<file path="src/rtl/vic_pkg.sv">
// Purpose: Shared constants and types of the vectored interrupt collector
// Assumes: Classic Wishbone slave, 32-bit data, word aligned registers
// Notes: Offsets are byte addresses
package vic_pkg;

    localparam int VIC_NSRC = 64;
    localparam int VIC_PRIO_W = 4;
    localparam int VIC_IDX_W = 6;
    localparam int VIC_ADDR_W = 8;

    // ************************************************
    // Register offsets
    // ************************************************
    localparam logic [7:0] VIC_CTRL_OFF = 8'h00;
    localparam logic [7:0] VIC_ENLO_OFF = 8'h04;
    localparam logic [7:0] VIC_ENHI_OFF = 8'h08;
    localparam logic [7:0] VIC_CLSLO_OFF = 8'h0c;
    localparam logic [7:0] VIC_CLSHI_OFF = 8'h10;
    localparam logic [7:0] VIC_FRCLO_OFF = 8'h14;
    localparam logic [7:0] VIC_FRCHI_OFF = 8'h18;
    localparam logic [7:0] VIC_NPLO_OFF = 8'h1c;
    localparam logic [7:0] VIC_NPHI_OFF = 8'h20;
    localparam logic [7:0] VIC_FPLO_OFF = 8'h24;
    localparam logic [7:0] VIC_FPHI_OFF = 8'h28;
    localparam logic [7:0] VIC_VEC_OFF = 8'h2c;
    localparam logic [7:0] VIC_ISTAT_OFF = 8'h30;
    localparam logic [7:0] VIC_IMASK_OFF = 8'h34;
    localparam logic [7:0] VIC_PRIO_OFF = 8'h40;
    localparam logic [7:0] VIC_PRIO_END = 8'h60;

    // ************************************************
    // Control fields and reset values
    // ************************************************
    localparam int VIC_CTRL_NDIS_BIT = 0;
    localparam int VIC_CTRL_FDIS_BIT = 1;
    localparam int VIC_CTRL_PMASK_LSB = 4;
    localparam int VIC_VEC_VALID_BIT = 31;
    localparam logic [31:0] VIC_CTRL_RST = 32'h0000_0000;
    localparam logic [31:0] VIC_RD_NONE = 32'h0000_0000;
    localparam logic [3:0] VIC_PMASK_NONE = 4'hf;

    // Status events: bit 0 normal request rose, bit 1 fast request rose
    localparam int VIC_EV_W = 2;

    typedef struct packed {
        logic norm_dis;
        logic fast_dis;
        logic [VIC_PRIO_W-1:0] prio_mask;
    } vic_ctrl_t;

    typedef struct packed {
        logic valid;
        logic [VIC_IDX_W-1:0] idx;
        logic [VIC_PRIO_W-1:0] level;
    } vic_pick_t;

endpackage : vic_pkg

</file>
<file path="src/rtl/vic_prio_pick.sv">
// Purpose: Highest-priority pending normal source finder
// Assumes: Pending vector already gated by enable and class
// Notes: Pure combinational scan, ties go to the higher number
`timescale 1ns/1ps
module vic_prio_pick
    import vic_pkg::*;
#(
    parameter int NSRC = VIC_NSRC
)
(
    input wire logic [NSRC-1:0] pend_i,
    input wire logic [NSRC*VIC_PRIO_W-1:0] prio_i,
    output vic_pick_t pick_o
);

    always_comb
    begin
        pick_o = '0;
        // Ascending scan with >= lets a later equal level win
        for (int i = 0; i < NSRC; i++)
        begin
            if (pend_i[i] && (!pick_o.valid ||
                prio_i[i*VIC_PRIO_W +: VIC_PRIO_W] >= pick_o.level))
            begin
                pick_o.valid = 1'b1;
                pick_o.idx = VIC_IDX_W'(i);
                pick_o.level = prio_i[i*VIC_PRIO_W +: VIC_PRIO_W];
            end
        end
    end

endmodule : vic_prio_pick

</file>
<file path="src/rtl/vic_top.sv">
// Purpose: Vectored interrupt collector for a processor core
// Assumes: Classic Wishbone register access, one clock, sync reset
// Notes: Pending views are registered one cycle behind the inputs
//
// What this block does
// - Collect requests from up to 64 sources into requests toward the core.
// - Offer a 32-bit register interface to software.
// - Route each source to the normal or the fast request by a software bit.
// - Show pending sources separately for the normal and the fast class.
// - Report the highest-priority pending normal source number usable as a table index.
// - Give each source an enable so that a disabled source never requests.
// - Let software force a source, treated like a hardware request.
// - Give normal sources one of 16 levels and drop those not above the mask level.
// - Block all normal or all fast requests with one bit each.
`timescale 1ns/1ps
module vic_top
    import vic_pkg::*;
#(
    parameter int NSRC = VIC_NSRC
)
(
    input wire logic clk_i,
    input wire logic rst_i,
    input wire logic cyc_i,
    input wire logic stb_i,
    input wire logic we_i,
    input wire logic [VIC_ADDR_W-1:0] adr_i,
    input wire logic [3:0] sel_i,
    input wire logic [31:0] dat_i,
    output logic [31:0] dat_o,
    output logic ack_o,
    input wire logic [NSRC-1:0] src_i,
    output logic norm_irq_o,
    output logic fast_irq_o,
    output logic irq_o
);

    // ************************************************
    // Register state
    // ************************************************
    vic_ctrl_t ctrl_reg;
    logic [63:0] en_reg;
    logic [63:0] cls_reg;
    logic [63:0] frc_reg;
    logic [63:0] prio_reg [4];
    logic [63:0] npend_reg;
    logic [63:0] fpend_reg;
    vic_pick_t vec_reg;
    logic norm_reg;
    logic fast_reg;
    logic [VIC_EV_W-1:0] istat_reg;
    logic [VIC_EV_W-1:0] istat_next;
    logic [VIC_EV_W-1:0] imask_reg;

    logic wr_stb;
    logic rd_stb;
    logic [VIC_ADDR_W-1:0] acc_adr;
    logic [31:0] rd_data;

    vic_wb_slave u_wb
    (
        .clk_i(clk_i),
        .rst_i(rst_i),
        .cyc_i(cyc_i),
        .stb_i(stb_i),
        .we_i(we_i),
        .adr_i(adr_i),
        .rd_data_i(rd_data),
        .ack_o(ack_o),
        .dat_o(dat_o),
        .wr_stb_o(wr_stb),
        .rd_stb_o(rd_stb),
        .acc_adr_o(acc_adr)
    );

    // Byte-lane merge for writes
    function automatic logic [31:0] lane_merge(input logic [31:0] old_v,
                                               input logic [31:0] new_v,
                                               input logic [3:0] sel);
        logic [31:0] r;
        r = old_v;
        for (int b = 0; b < 4; b++)
            if (sel[b])
                r[b*8 +: 8] = new_v[b*8 +: 8];
        return r;
    endfunction : lane_merge

    // Reset and writes share one field layout, so they cannot drift apart
    function automatic vic_ctrl_t ctrl_unpack(input logic [31:0] word);
        vic_ctrl_t c;
        c.norm_dis = word[VIC_CTRL_NDIS_BIT];
        c.fast_dis = word[VIC_CTRL_FDIS_BIT];
        c.prio_mask = word[VIC_CTRL_PMASK_LSB +: VIC_PRIO_W];
        return c;
    endfunction : ctrl_unpack

    // ************************************************
    // Address decode
    // ************************************************
    wire is_prio = (acc_adr >= VIC_PRIO_OFF) && (acc_adr < VIC_PRIO_END);
    wire [2:0] prio_idx = acc_adr[4:2];
    wire wr_ctrl = wr_stb && acc_adr == VIC_CTRL_OFF;
    wire wr_enlo = wr_stb && acc_adr == VIC_ENLO_OFF;
    wire wr_enhi = wr_stb && acc_adr == VIC_ENHI_OFF;
    wire wr_clslo = wr_stb && acc_adr == VIC_CLSLO_OFF;
    wire wr_clshi = wr_stb && acc_adr == VIC_CLSHI_OFF;
    wire wr_frclo = wr_stb && acc_adr == VIC_FRCLO_OFF;
    wire wr_frchi = wr_stb && acc_adr == VIC_FRCHI_OFF;
    wire wr_imask = wr_stb && acc_adr == VIC_IMASK_OFF;
    wire wr_prio = wr_stb && is_prio;
    wire rd_istat = rd_stb && acc_adr == VIC_ISTAT_OFF;

    wire [31:0] ctrl_word = {24'h0, ctrl_reg.prio_mask, 2'h0, ctrl_reg.fast_dis, ctrl_reg.norm_dis};
    wire [31:0] ctrl_merged = lane_merge(ctrl_word, dat_i, sel_i);
    wire [31:0] prio_word = prio_idx[0] ? prio_reg[prio_idx[2:1]][63:32]
                                        : prio_reg[prio_idx[2:1]][31:0];

    // ************************************************
    // Read mux, unmapped addresses read zero
    // ************************************************
    always_comb
    begin
        rd_data = VIC_RD_NONE;
        case (acc_adr)
            VIC_CTRL_OFF: rd_data = ctrl_word;
            VIC_ENLO_OFF: rd_data = en_reg[31:0];
            VIC_ENHI_OFF: rd_data = en_reg[63:32];
            VIC_CLSLO_OFF: rd_data = cls_reg[31:0];
            VIC_CLSHI_OFF: rd_data = cls_reg[63:32];
            VIC_FRCLO_OFF: rd_data = frc_reg[31:0];
            VIC_FRCHI_OFF: rd_data = frc_reg[63:32];
            VIC_NPLO_OFF: rd_data = npend_reg[31:0];
            VIC_NPHI_OFF: rd_data = npend_reg[63:32];
            VIC_FPLO_OFF: rd_data = fpend_reg[31:0];
            VIC_FPHI_OFF: rd_data = fpend_reg[63:32];
            VIC_VEC_OFF: rd_data = {vec_reg.valid, 21'h0, vec_reg.level, vec_reg.idx};
            VIC_ISTAT_OFF: rd_data = {30'h0, istat_reg};
            VIC_IMASK_OFF: rd_data = {30'h0, imask_reg};
            default:
            begin
                if (is_prio)
                    rd_data = prio_word;
            end
        endcase
    end

    // ************************************************
    // Request qualification
    // ************************************************
    logic [63:0] src_ext;
    logic [63:0] raw;
    logic [63:0] nq;
    logic [63:0] fq;
    logic [63:0] nq_lvl;
    logic [64*VIC_PRIO_W-1:0] prio_flat;

    always_comb
    begin
        src_ext = '0;
        src_ext[NSRC-1:0] = src_i;
        raw = (src_ext | frc_reg) & en_reg;
        nq = raw & ~cls_reg;
        fq = raw & cls_reg;
        for (int i = 0; i < 4; i++)
            prio_flat[i*64 +: 64] = prio_reg[i];
        // Level must exceed the mask level: mask 0 blocks level 0, mask 15 blocks all
        for (int i = 0; i < 64; i++)
            nq_lvl[i] = nq[i] &&
                (prio_flat[i*VIC_PRIO_W +: VIC_PRIO_W] > ctrl_reg.prio_mask);
    end

    vic_pick_t pick;

    vic_prio_pick #(.NSRC(64)) u_pick
    (
        .pend_i(nq_lvl),
        .prio_i(prio_flat),
        .pick_o(pick)
    );

    wire norm_any = |nq_lvl && !ctrl_reg.norm_dis;
    wire fast_any = |fq && !ctrl_reg.fast_dis;
    wire [VIC_EV_W-1:0] ev = {fast_any && !fast_reg, norm_any && !norm_reg};

    // ************************************************
    // Registers
    // ************************************************
    always_comb
    begin
        istat_next = istat_reg;
        // Clear only what the read returned; an event during the read survives
        if (rd_istat)
            istat_next = istat_reg & ~dat_o[VIC_EV_W-1:0];
        istat_next = istat_next | ev; // Set wins over read-clear
    end

    always_ff @(posedge clk_i)
    begin
        if (rst_i)
        begin
            ctrl_reg <= ctrl_unpack(VIC_CTRL_RST);
            en_reg <= '0;
            cls_reg <= '0;
            frc_reg <= '0;
            imask_reg <= '0;
        end
        else
        begin
            if (wr_ctrl)
                ctrl_reg <= ctrl_unpack(ctrl_merged);
            if (wr_enlo)
                en_reg[31:0] <= lane_merge(en_reg[31:0], dat_i, sel_i);
            if (wr_enhi)
                en_reg[63:32] <= lane_merge(en_reg[63:32], dat_i, sel_i);
            if (wr_clslo)
                cls_reg[31:0] <= lane_merge(cls_reg[31:0], dat_i, sel_i);
            if (wr_clshi)
                cls_reg[63:32] <= lane_merge(cls_reg[63:32], dat_i, sel_i);
            if (wr_frclo)
                frc_reg[31:0] <= lane_merge(frc_reg[31:0], dat_i, sel_i);
            if (wr_frchi)
                frc_reg[63:32] <= lane_merge(frc_reg[63:32], dat_i, sel_i);
            if (wr_imask)
                imask_reg <= dat_i[VIC_EV_W-1:0];
        end
    end

    always_ff @(posedge clk_i)
    begin
        if (rst_i)
        begin
            for (int i = 0; i < 4; i++)
                prio_reg[i] <= '0;
        end
        else if (wr_prio)
        begin
            if (prio_idx[0])
                prio_reg[prio_idx[2:1]][63:32] <= lane_merge(prio_word, dat_i, sel_i);
            else
                prio_reg[prio_idx[2:1]][31:0] <= lane_merge(prio_word, dat_i, sel_i);
        end
    end

    always_ff @(posedge clk_i)
    begin
        if (rst_i)
        begin
            npend_reg <= '0;
            fpend_reg <= '0;
            vec_reg <= '0;
            norm_reg <= 1'b0;
            fast_reg <= 1'b0;
            istat_reg <= '0;
        end
        else
        begin
            npend_reg <= nq;
            fpend_reg <= fq;
            vec_reg <= pick;
            norm_reg <= norm_any;
            fast_reg <= fast_any;
            istat_reg <= istat_next;
        end
    end

    assign norm_irq_o = norm_reg;
    assign fast_irq_o = fast_reg;
    assign irq_o = |(istat_reg & imask_reg);

    // ************************************************
    // Checks
    // ************************************************
    a_dis_blocks_norm: assert property (@(posedge clk_i) disable iff (rst_i)
        $past(ctrl_reg.norm_dis) |-> !norm_irq_o)
        else $error("normal request while class disabled");
    a_dis_blocks_fast: assert property (@(posedge clk_i) disable iff (rst_i)
        $past(ctrl_reg.fast_dis) |-> !fast_irq_o)
        else $error("fast request while class disabled");
    a_norm_follows_pend: assert property (@(posedge clk_i) disable iff (rst_i)
        (|nq_lvl && !ctrl_reg.norm_dis) |=> norm_irq_o)
        else $error("normal request missing");
    a_fast_follows_pend: assert property (@(posedge clk_i) disable iff (rst_i)
        (|fq && !ctrl_reg.fast_dis) |=> fast_irq_o)
        else $error("fast request missing");
    a_disabled_silent: assert property (@(posedge clk_i) disable iff (rst_i)
        (en_reg == 64'h0) |=> (npend_reg == 64'h0 && fpend_reg == 64'h0))
        else $error("disabled source shows pending");
    a_class_split: assert property (@(posedge clk_i) disable iff (rst_i)
        ##1 (npend_reg & fpend_reg) == 64'h0)
        else $error("source pending in both classes");
    a_vec_level_above: assert property (@(posedge clk_i) disable iff (rst_i)
        pick.valid |-> pick.level > ctrl_reg.prio_mask)
        else $error("vector at or below mask level");
    wire [63:0] frc_want = frc_reg & en_reg & ~cls_reg;
    a_force_pends: assert property (@(posedge clk_i) disable iff (rst_i)
        ##1 ((npend_reg & $past(frc_want)) == $past(frc_want)))
        else $error("forced source not pending");
    a_vec_valid_norm: assert property (@(posedge clk_i) disable iff (rst_i)
        vec_reg.valid |-> npend_reg[vec_reg.idx])
        else $error("vector names a source not pending");

    c_norm_irq: cover property (@(posedge clk_i) disable iff (rst_i) $rose(norm_irq_o));
    c_fast_irq: cover property (@(posedge clk_i) disable iff (rst_i) $rose(fast_irq_o));
    c_status_irq: cover property (@(posedge clk_i) disable iff (rst_i) $rose(irq_o));
    c_status_clear: cover property (@(posedge clk_i) disable iff (rst_i)
        rd_istat && istat_reg != '0);

endmodule : vic_top

</file>
<file path="src/rtl/vic_wb_slave.sv">
// Purpose: Classic Wishbone slave front end for the collector registers
// Assumes: Master holds the request until ack
// Notes: Ack one cycle after the request is seen, dropped the next cycle
`timescale 1ns/1ps
module vic_wb_slave
    import vic_pkg::*;
(
    input wire logic clk_i,
    input wire logic rst_i,
    input wire logic cyc_i,
    input wire logic stb_i,
    input wire logic we_i,
    input wire logic [VIC_ADDR_W-1:0] adr_i,
    input wire logic [31:0] rd_data_i,
    output logic ack_o,
    output logic [31:0] dat_o,
    output logic wr_stb_o,
    output logic rd_stb_o,
    output logic [VIC_ADDR_W-1:0] acc_adr_o
);

    logic ack_reg;
    logic [31:0] dat_reg;
    wire req = cyc_i && stb_i && !ack_reg;

    always_ff @(posedge clk_i)
    begin
        if (rst_i)
        begin
            ack_reg <= 1'b0;
            dat_reg <= VIC_RD_NONE;
        end
        else
        begin
            ack_reg <= req;
            if (req && !we_i)
                dat_reg <= rd_data_i;
        end
    end

    // Effects happen at the acknowledging edge, exactly once per access
    assign ack_o = ack_reg;
    assign dat_o = dat_reg;
    assign wr_stb_o = ack_reg && we_i;
    assign rd_stb_o = ack_reg && !we_i;
    assign acc_adr_o = adr_i;

endmodule : vic_wb_slave

</file>
<file path="config.mk">
export PLATFORM = sky130hd
export DESIGN_NAME = vic_top
export DESIGN_NICKNAME = d
export VERILOG_FILES = /design/src/rtl/vic_pkg.sv /design/src/rtl/vic_prio_pick.sv /design/src/rtl/vic_top.sv /design/src/rtl/vic_wb_slave.sv
export SDC_FILE = /design/constraint.sdc
export NUM_CORES = 2
export LEC_CHECK = 0
export ABC_CLOCK_PERIOD_IN_PS = 259200
export BUFFER_PORTS_ARGS = -buffer_cell sky130_fd_sc_hd__buf_2
export CAP_MARGIN = 20
export CORE_MARGIN = 1
export CORE_UTILIZATION = 25
export DETAILED_ROUTE_END_ITERATION = 8
export PLACE_DENSITY = 0.41
export SLEW_MARGIN = 10
export SYNTH_ARGS = -nofsm -noshare
export SYNTH_HDL_FRONTEND = slang
export SYNTH_SLANG_ARGS = --single-unit
</file>
<file path="constraint.sdc">
create_clock -name clk_i -period 259.2 [get_ports clk_i]
set_input_delay 0 -clock clk_i [delete_from_list [all_inputs] [get_ports clk_i]]
set_output_delay 0 -clock clk_i [all_outputs]
set_load 0.01 [all_outputs]
</file>
== After elaboration in Yosys (flattened, before gate mapping) ==
Memory sizes are Yosys's and may differ from the RTL's.
Cells that the tools add are included.
Widths: inputs -> output; s select.

* Input port bits: 113
* Memories: 1
* RAM bits: 256
* Output and inout bits: 36
* Word-level logic and storage cells: 608
* Flip-flop bits (word level): 376

* Bitwise gates (word level): 9
* Mux-type cells: 109
* Reduce and logical (&&, ||, !) cells: 309
* Order comparisons: 129
* Equal/unequal tests: 13

{| class="wikitable"
|+ Memory list
! memory !! words !! bits a word !! rd ports !! clocked after memory_dff !! write ports !! RTL line !! text
|-
| prio_reg || 4 || 64 || 5 || 0 || 4 || vic_top.sv:45 || <nowiki>logic [63:0] prio_reg [4];</nowiki>
|}

{| class="wikitable"
|+ Operators with widths
! operator !! number
|-
| $mux 11 || 64
|-
| $pmux 32 s14 || 1
|-
| $gt 4x4->1 || 64
|-
| $ge 4x4->1 || 63
|-
| $mux 8 || 28
|-
| $and 64x64->64 || 3
|-
| $reduce_or 64->1 || 3
|-
| $logic_and 1x1->1 || 147
|-
| $logic_not 1->1 || 69
|-
| $mux 32 || 2
|-
| $mux 64 || 1
|-
| $not 64->64 || 1
|-
| $or 64x64->64 || 1
|-
| $logic_or 1x1->1 || 63
|-
| $reduce_and 2->1 || 25
|-
| $eq 8x6->1 const B || 6
|-
| $eq 8x5->1 const B || 4
|-
| $eq 8x4->1 const B || 2
|-
| $mux 1 || 10
|-
| $eq 8x3->1 const B || 1
|-
| $ge 8x7->1 const B || 1
|-
| $logic_not 8->1 || 1
|-
| $lt 8x7->1 const B || 1
|-
| $mux 2 || 3
|-
| other kinds (4) || 5
|}

== Depth between registers and ports, before layout ==
* Depth after elaboration: 257
* Mapped depth: 539
* Depth with buffers taken out: 525

== Cells and area by module ==
From an unflattened synthesis, not the netlist that was laid out.

* Cells, all modules: 5127
* Area total of the unflattened synthesis: 45479.9 um2

{| class="wikitable"
|+ Modules (own cells, without submodules)
! module !! area each (um2) !! cells an instance !! times used !! sequential area each (um2)
|-
| vic_top || 31067.3 || 3069 || 1 || 14554.0
|-
| vic_prio_pick || 12834.8 || 1905 || 1 || 0.0
|-
| vic_wb_slave || 1577.8 || 153 || 1 || 660.6
|}

== Worst setup path after synthesis ==
No wires, ideal clock.

* Kind: register to register
* Start point: reg ctrl_reg[0] (netlist bit)
* End point: reg vec_reg[9] (netlist bit)
* Stages on the path, launching flop included: 516
* Data required time: 259.068 ns
* Data arrival time: 96.173 ns
* Clock period less this slack: 96.305 ns
* Buffers on the path: 16
* Slack: 162.895 ns
* Setup time: 0.132 ns
* Path through: dfxtp_1 > ha_1 > and4_1 > a2111o_1 > buf_2 > nor2_1 > ha_1 > nand2b_1 > a21oi_1 > o21ai_1 > a21oi_1 > a21oi_1 > ha_1 > o21ai_0 > a21oi_1 > a211o_1 > a221o_1 > and2_1 > [... 480 more ...] > nand2b_1 > a21o_1 > a21o_1 > a21oi_1 > a21oi_1 > mux2_2 > ha_1 > nand2b_1 > a21o_1 > a21o_1 > a211oi_1 > or2_2 > clkbuf_1 > nor2b_1 > inv_1 > nor3b_1 > and2_1 > a21oi_1

* Word-level cells in the longest chain between the ends: 255
* Elaborated cells between the ends (all ways): 444
* Those cells by class: 127 x order compare; 64 x mux; 253 x reduce/logical

{| class="wikitable"
|+ Ends and longest elaborated chain
! element !! RTL line !! text
|-
| from (decl) || vic_top.sv:41 || <nowiki>vic_ctrl_t ctrl_reg;</nowiki>
|-
| from (signal assigned) || vic_top.sv:201 || <nowiki>ctrl_reg <= ctrl_unpack(VIC_CTRL_RST);</nowiki>
|-
| from (signal assigned) || vic_top.sv:210 || <nowiki>ctrl_reg <= ctrl_unpack(ctrl_merged);</nowiki>
|-
| $gt 4x4->1 || vic_top.sv:169 || <nowiki>(prio_flat[i*VIC_PRIO_W +: VIC_PRIO_W] > ctrl_reg.prio_mask);</nowiki>
|-
| $logic_and 1x1->1 || vic_top.sv:168 || <nowiki>nq_lvl[i] = nq[i] &&</nowiki>
|-
| $mux 11 || vic_prio_pick.sv:22 || <nowiki>if (pend_i[i] && (!pick_o.valid ||</nowiki>
|-
| $ge 4x4->1 or $logic_not 1->1 (tied branches) || vic_prio_pick.sv:23, vic_prio_pick.sv:22 ||
|-
| $logic_or 1x1->1 || vic_prio_pick.sv:22 ||
|-
| $logic_and 1x1->1 || vic_prio_pick.sv:22 ||
|-
| $mux 11 || vic_prio_pick.sv:22 ||
|-
| $ge 4x4->1 or $logic_not 1->1 (tied branches) || vic_prio_pick.sv:23, vic_prio_pick.sv:22 ||
|-
| [... 239 more ...] || n/a ||
|-
| $ge 4x4->1 or $logic_not 1->1 (tied branches) || vic_prio_pick.sv:23, vic_prio_pick.sv:22 ||
|-
| $logic_or 1x1->1 || vic_prio_pick.sv:22 ||
|-
| $logic_and 1x1->1 || vic_prio_pick.sv:22 ||
|-
| $mux 11 || vic_prio_pick.sv:22 ||
|-
| $ge 4x4->1 or $logic_not 1->1 (tied branches) || vic_prio_pick.sv:23, vic_prio_pick.sv:22 ||
|-
| $logic_or 1x1->1 || vic_prio_pick.sv:22 ||
|-
| $logic_and 1x1->1 || vic_prio_pick.sv:22 ||
|-
| $mux 11 (*) || vic_prio_pick.sv:22 ||
|-
| to (signal assigned) || vic_top.sv:259 || <nowiki>vec_reg <= pick;</nowiki>
|-
| to (decl) || vic_top.sv:48 || <nowiki>vic_pick_t vec_reg;</nowiki>
|}

Mark *: on every way between the ends. The rest lies on a longest branch, timed or not.
A chain may end at the register's enable or synchronous reset.

== Worst setup path in the final report ==
* Start point: reg ctrl_reg[3] (netlist bit)
* End point: reg vec_reg[8] (netlist bit)

Same word-level chain as after synthesis.

==> flow_results.org <==
** Run status
- Run status :: finished, final reports clean

** Detailed routing
- Detail Route Antenna Nets :: 0
- Detailed routing placed a total of 21.1 mm of wire on met3.
- Across all layers, the routed design uses ~45000 vias.
- Wire length reported by the detailed router :: roughly 250 mm
- In the final routing, the length of wire on met1 measures between 100 and 150 mm.
- The first routing iteration left 5620 violations.
- Final routed DRC violation total :: 0
- The pre-antenna-repair detailed-routing pass consisted of 8 iterations.
- The highest layer touched by signal routing is met5.
- Drt wl/cell :: 32.3 um
- In the routed layout, each cell is associated on average with a via count of 5.78.
- After detailed routing, the met2 layer carries 109 mm of wire.

** Synthesis
- Async set-or-reset flop fraction in the synthesized netlist :: 0%
- Number of flops mapped to enable cells by yosys :: 256
- Number of different library cells in the post-synthesis netlist :: ~120
- Synth Area in Simple Gates :: approximately a fifth
- XOR/XNOR Fraction of Synth Area :: 0%
- Avg Cell Area, Syn :: roughly 8.8 um^2
- Yosys warning count :: 0
- The synthesized netlist devotes around a quarter of its cell area to compound gates.
- Cells after synthesis :: roughly 5100
- Most common flop cell mapped by yosys :: dfxtp_1
- Seq cells post-synth :: roughly 630
- Share of cell area taken by muxes after synthesis :: around 5.2%
- Combinational family with the most area after synthesis :: compound AO/OA/AOI/OAI gates
- After synthesis the cells add up to 44900 um^2.
- When the netlist entered floorplanning its net count stood at between 5000 and 6000.
- The share of the Yosys chip area taken by registers is between 30% and 40%.
- The synthesized netlist devotes 12.8% of its cell area to adder and majority cells.

** Placement
- OpenSTA, run right after detailed placement, puts the worst setup slack at 149790 ps.
- Port Buf Inserts :: roughly 150
- Sum of net half-perimeters after detailed placement :: around 200 mm
- Summing all placed instances gives a cell area of 49000 um^2.
- Global placer's final weighted congestion :: just over 1

** Worst setup path
- The worst setup path is captured at a flip-flop.
- Cell repeated most along the worst path :: ha_1
- The number of buffers and inverters on the critical path is 13.
- In this run the worst path has a maximum fanout of 14.
- WS Path Type :: reg -> reg
- CP top delay family :: compound AO/OA/AOI/OAI gates
- Standard cell with the maximum stage delay on the critical path :: a2111oi_0
- Data arrival, critical path :: between 100000 and 150000 ps
- Longest individual stage delay on the worst path :: about 750 ps
- Critical path launch point type :: flip-flop
- Data required time at the worst endpoint :: 259760 ps

** Power and ir drop
- For this design the ratio of total power to cell area is 4.62 nW/um^2.
- In this run the static leakage power is 19.3 nW.
- IR analysis of the VDD net gives a maximum drop of between 0.004 and 0.005 mV.

** Timing
- Transition time at the pin with the least slew margin :: between 1000 and 1500 ps
- The max-slew violation count was 0.
- For the final database, setup skew stands at between 40 and 50 ps.
- Hold Worst Slack :: just under 5 ps
- RSZ-0062 raised after global routing :: false
- Crit path time final :: 110900 ps
- Setup total negative slack on the finished layout was measured at 0 ps.
- Final Setup Violations :: 0
- Timing-limited maximum frequency :: approximately 0.0090 GHz
- The worst path meets setup with around 150000 ps of slack.
- Share of the clock period used by the worst path :: a little over two fifths
- Count of endpoints failing hold in the final timing report :: 0
- In this run the tightest slew margin relative to its limit is 17.1%.

** Global route
- Largest net degree at the start of global routing :: between 100 and 150
- Antenna violations before repair :: slightly below 60
- Final global-route overflow total :: 0
- Global-route wire length before repair :: 344 mm
- The number of global-route vias before repair came to a little over 40000.
- In the global route stage, overall resource usage came out at between 20% and 30%.

** Floorplan
- Horizontal die dimension :: around 430 um
- The floorplan has between 150 and 200 rows.
- Initial cell density of the core :: ~25%
- In this run the count of I/O pins placed on the die edge is about 150.
- In this run the standard cell core region covers about 180000 um^2.
- The die covers 181000 um^2.
- Die Ht :: ~430 um

** Clock network
- Once the clock tree was built, the resizer swapped 0 gates to a different size.
- Number of buffers inserted during clock tree synthesis :: slightly below 80
- The H-tree was split into 3 levels.
- Clock tree synthesis found a total of between 600 and 700 sinks.
- Worst-Skew Late Latency :: between 700 and 800 ps
- TritonCTS clock tree :: built
- After clock tree synthesis, the clock-pin slew on the worst setup and hold paths is around 60 ps.
- Clock tree root driver cell :: clkbuf_16
- Number of buffers between clock root and the deepest sink :: 3

** Finish
- The top cell types in the final layout, fill and taps aside, are 527 x nand2_1, 457 x a21oi_1, 454 x ha_1, 394 x nor2_1, 375 x dfxtp_1.
- Cells fill 29.5% of the core in the end.
- Signed area change from the synthesized netlist to the final layout :: 17.1%
- At the end of the flow, the number of nets in the layout was about 6000.
- After filler insertion, the fill cell instance count of the layout stands at 18924.
- Layout cells sized above 1 :: about an eighth
- The library cell used most frequently in the layout, excluding fill and tap cells, is nand2_1.
- Number of flip-flops in the largest register :: ~260
- After routing the design area is ~53000 um^2.

** Worst hold path
- In this run the worst hold path is classified as in -> reg.

** Flow run
- Max-cap violations in this run came to 0.
[layout make-up]
class                           instances  area, um^2  share of cell area [%]
Multi-Input combinational cell       4015       28000                    53.2
Timing Repair Buffer                  390        2830                    5.38
Tap cell                             2355        2950                    5.61
Antenna cell                           13        32.5                  0.0619
Clock buffer                          108        2130                    4.06
Clock inverter                         34         419                   0.797
Sequential cell                       632       15200                    29.0
Inverter                              267        1010                    1.91
[cell usage after synthesis (82+ instances only)]
| cell type | number | area, um^2 |
|---|---|---|
| nand2_1 | 527 | 1980 |
| a21oi_1 | 457 | 2290 |
| ha_1 | 454 | 5680 |
| nor2_1 | 407 | 1530 |
| dfxtp_1 | 376 | 7530 |
| inv_1 | 265 | 995 |
| edfxtp_1 | 256 | 7690 |
| nand3_1 | 227 | 1140 |
| o21ai_0 | 217 | 1090 |
| clkbuf_1 | 188 | 706 |
| nor3_1 | 152 | 761 |
| nand2b_1 | 147 | 920 |
| a22oi_1 | 109 | 818 |
| o211ai_1 | 104 | 781 |
| nor2b_1 | 82 | 513 |
[per-layer routing]
metal  vias to the layer above  track usage [%]
li1                      19909                -
met1                     22603             36.7
met2                      2236             40.8
met3                       402             5.73
met4                        22             12.1
met5                         -                0
[metrics by stage]
stage               instances  power [mW]
global route             7802       0.248
CTS                      7799       0.243
global placement         7559       0.130
finish                   7814       0.243
detailed placement       7560       0.130
floorplan                5124       0.119
[power by group]
group	switching (mW)	internal, mW	total [mW]	leakage, nW
Sequential	0.00452	0.105	0.109	5.67
Clock	0.0496	0.0635	0.113	1.24
Combinational	0.0129	0.00730	0.0202	12.4
[tightest hold or removal path: stages]
cell	delay [ps]
buf_2	120
o21ai_1	310
nor3_1	220
[what timing repair did]
action,in CTS,in global routing
endpoints found under the hold margin,318,0
buffers inserted,0,0
hold buffers,97,0
[path summary, 6_finish.rpt]
check / from / endpoint / slack (ps) / cells past startpoint
hold / removal: src_i[9] / npend_reg[9] / 5 / 3
setup reg to reg: ctrl_reg[3] / vec_reg[8] / 148300 / 501
setup / recovery: ctrl_reg[3] / vec_reg[8] / 148300 / 501
hold reg to reg: frc_reg[60] / frc_reg[60] / 470 / 2
[cell families after synthesis]
group | after synthesis
buffers and inverters | 477
and+or+nand+nor | 1850
DFF | 632
AOI/OAI and AO/OA | 1560
muxes | 145
adders and majority gates | 460
Power figures use the tool's default switching activity.
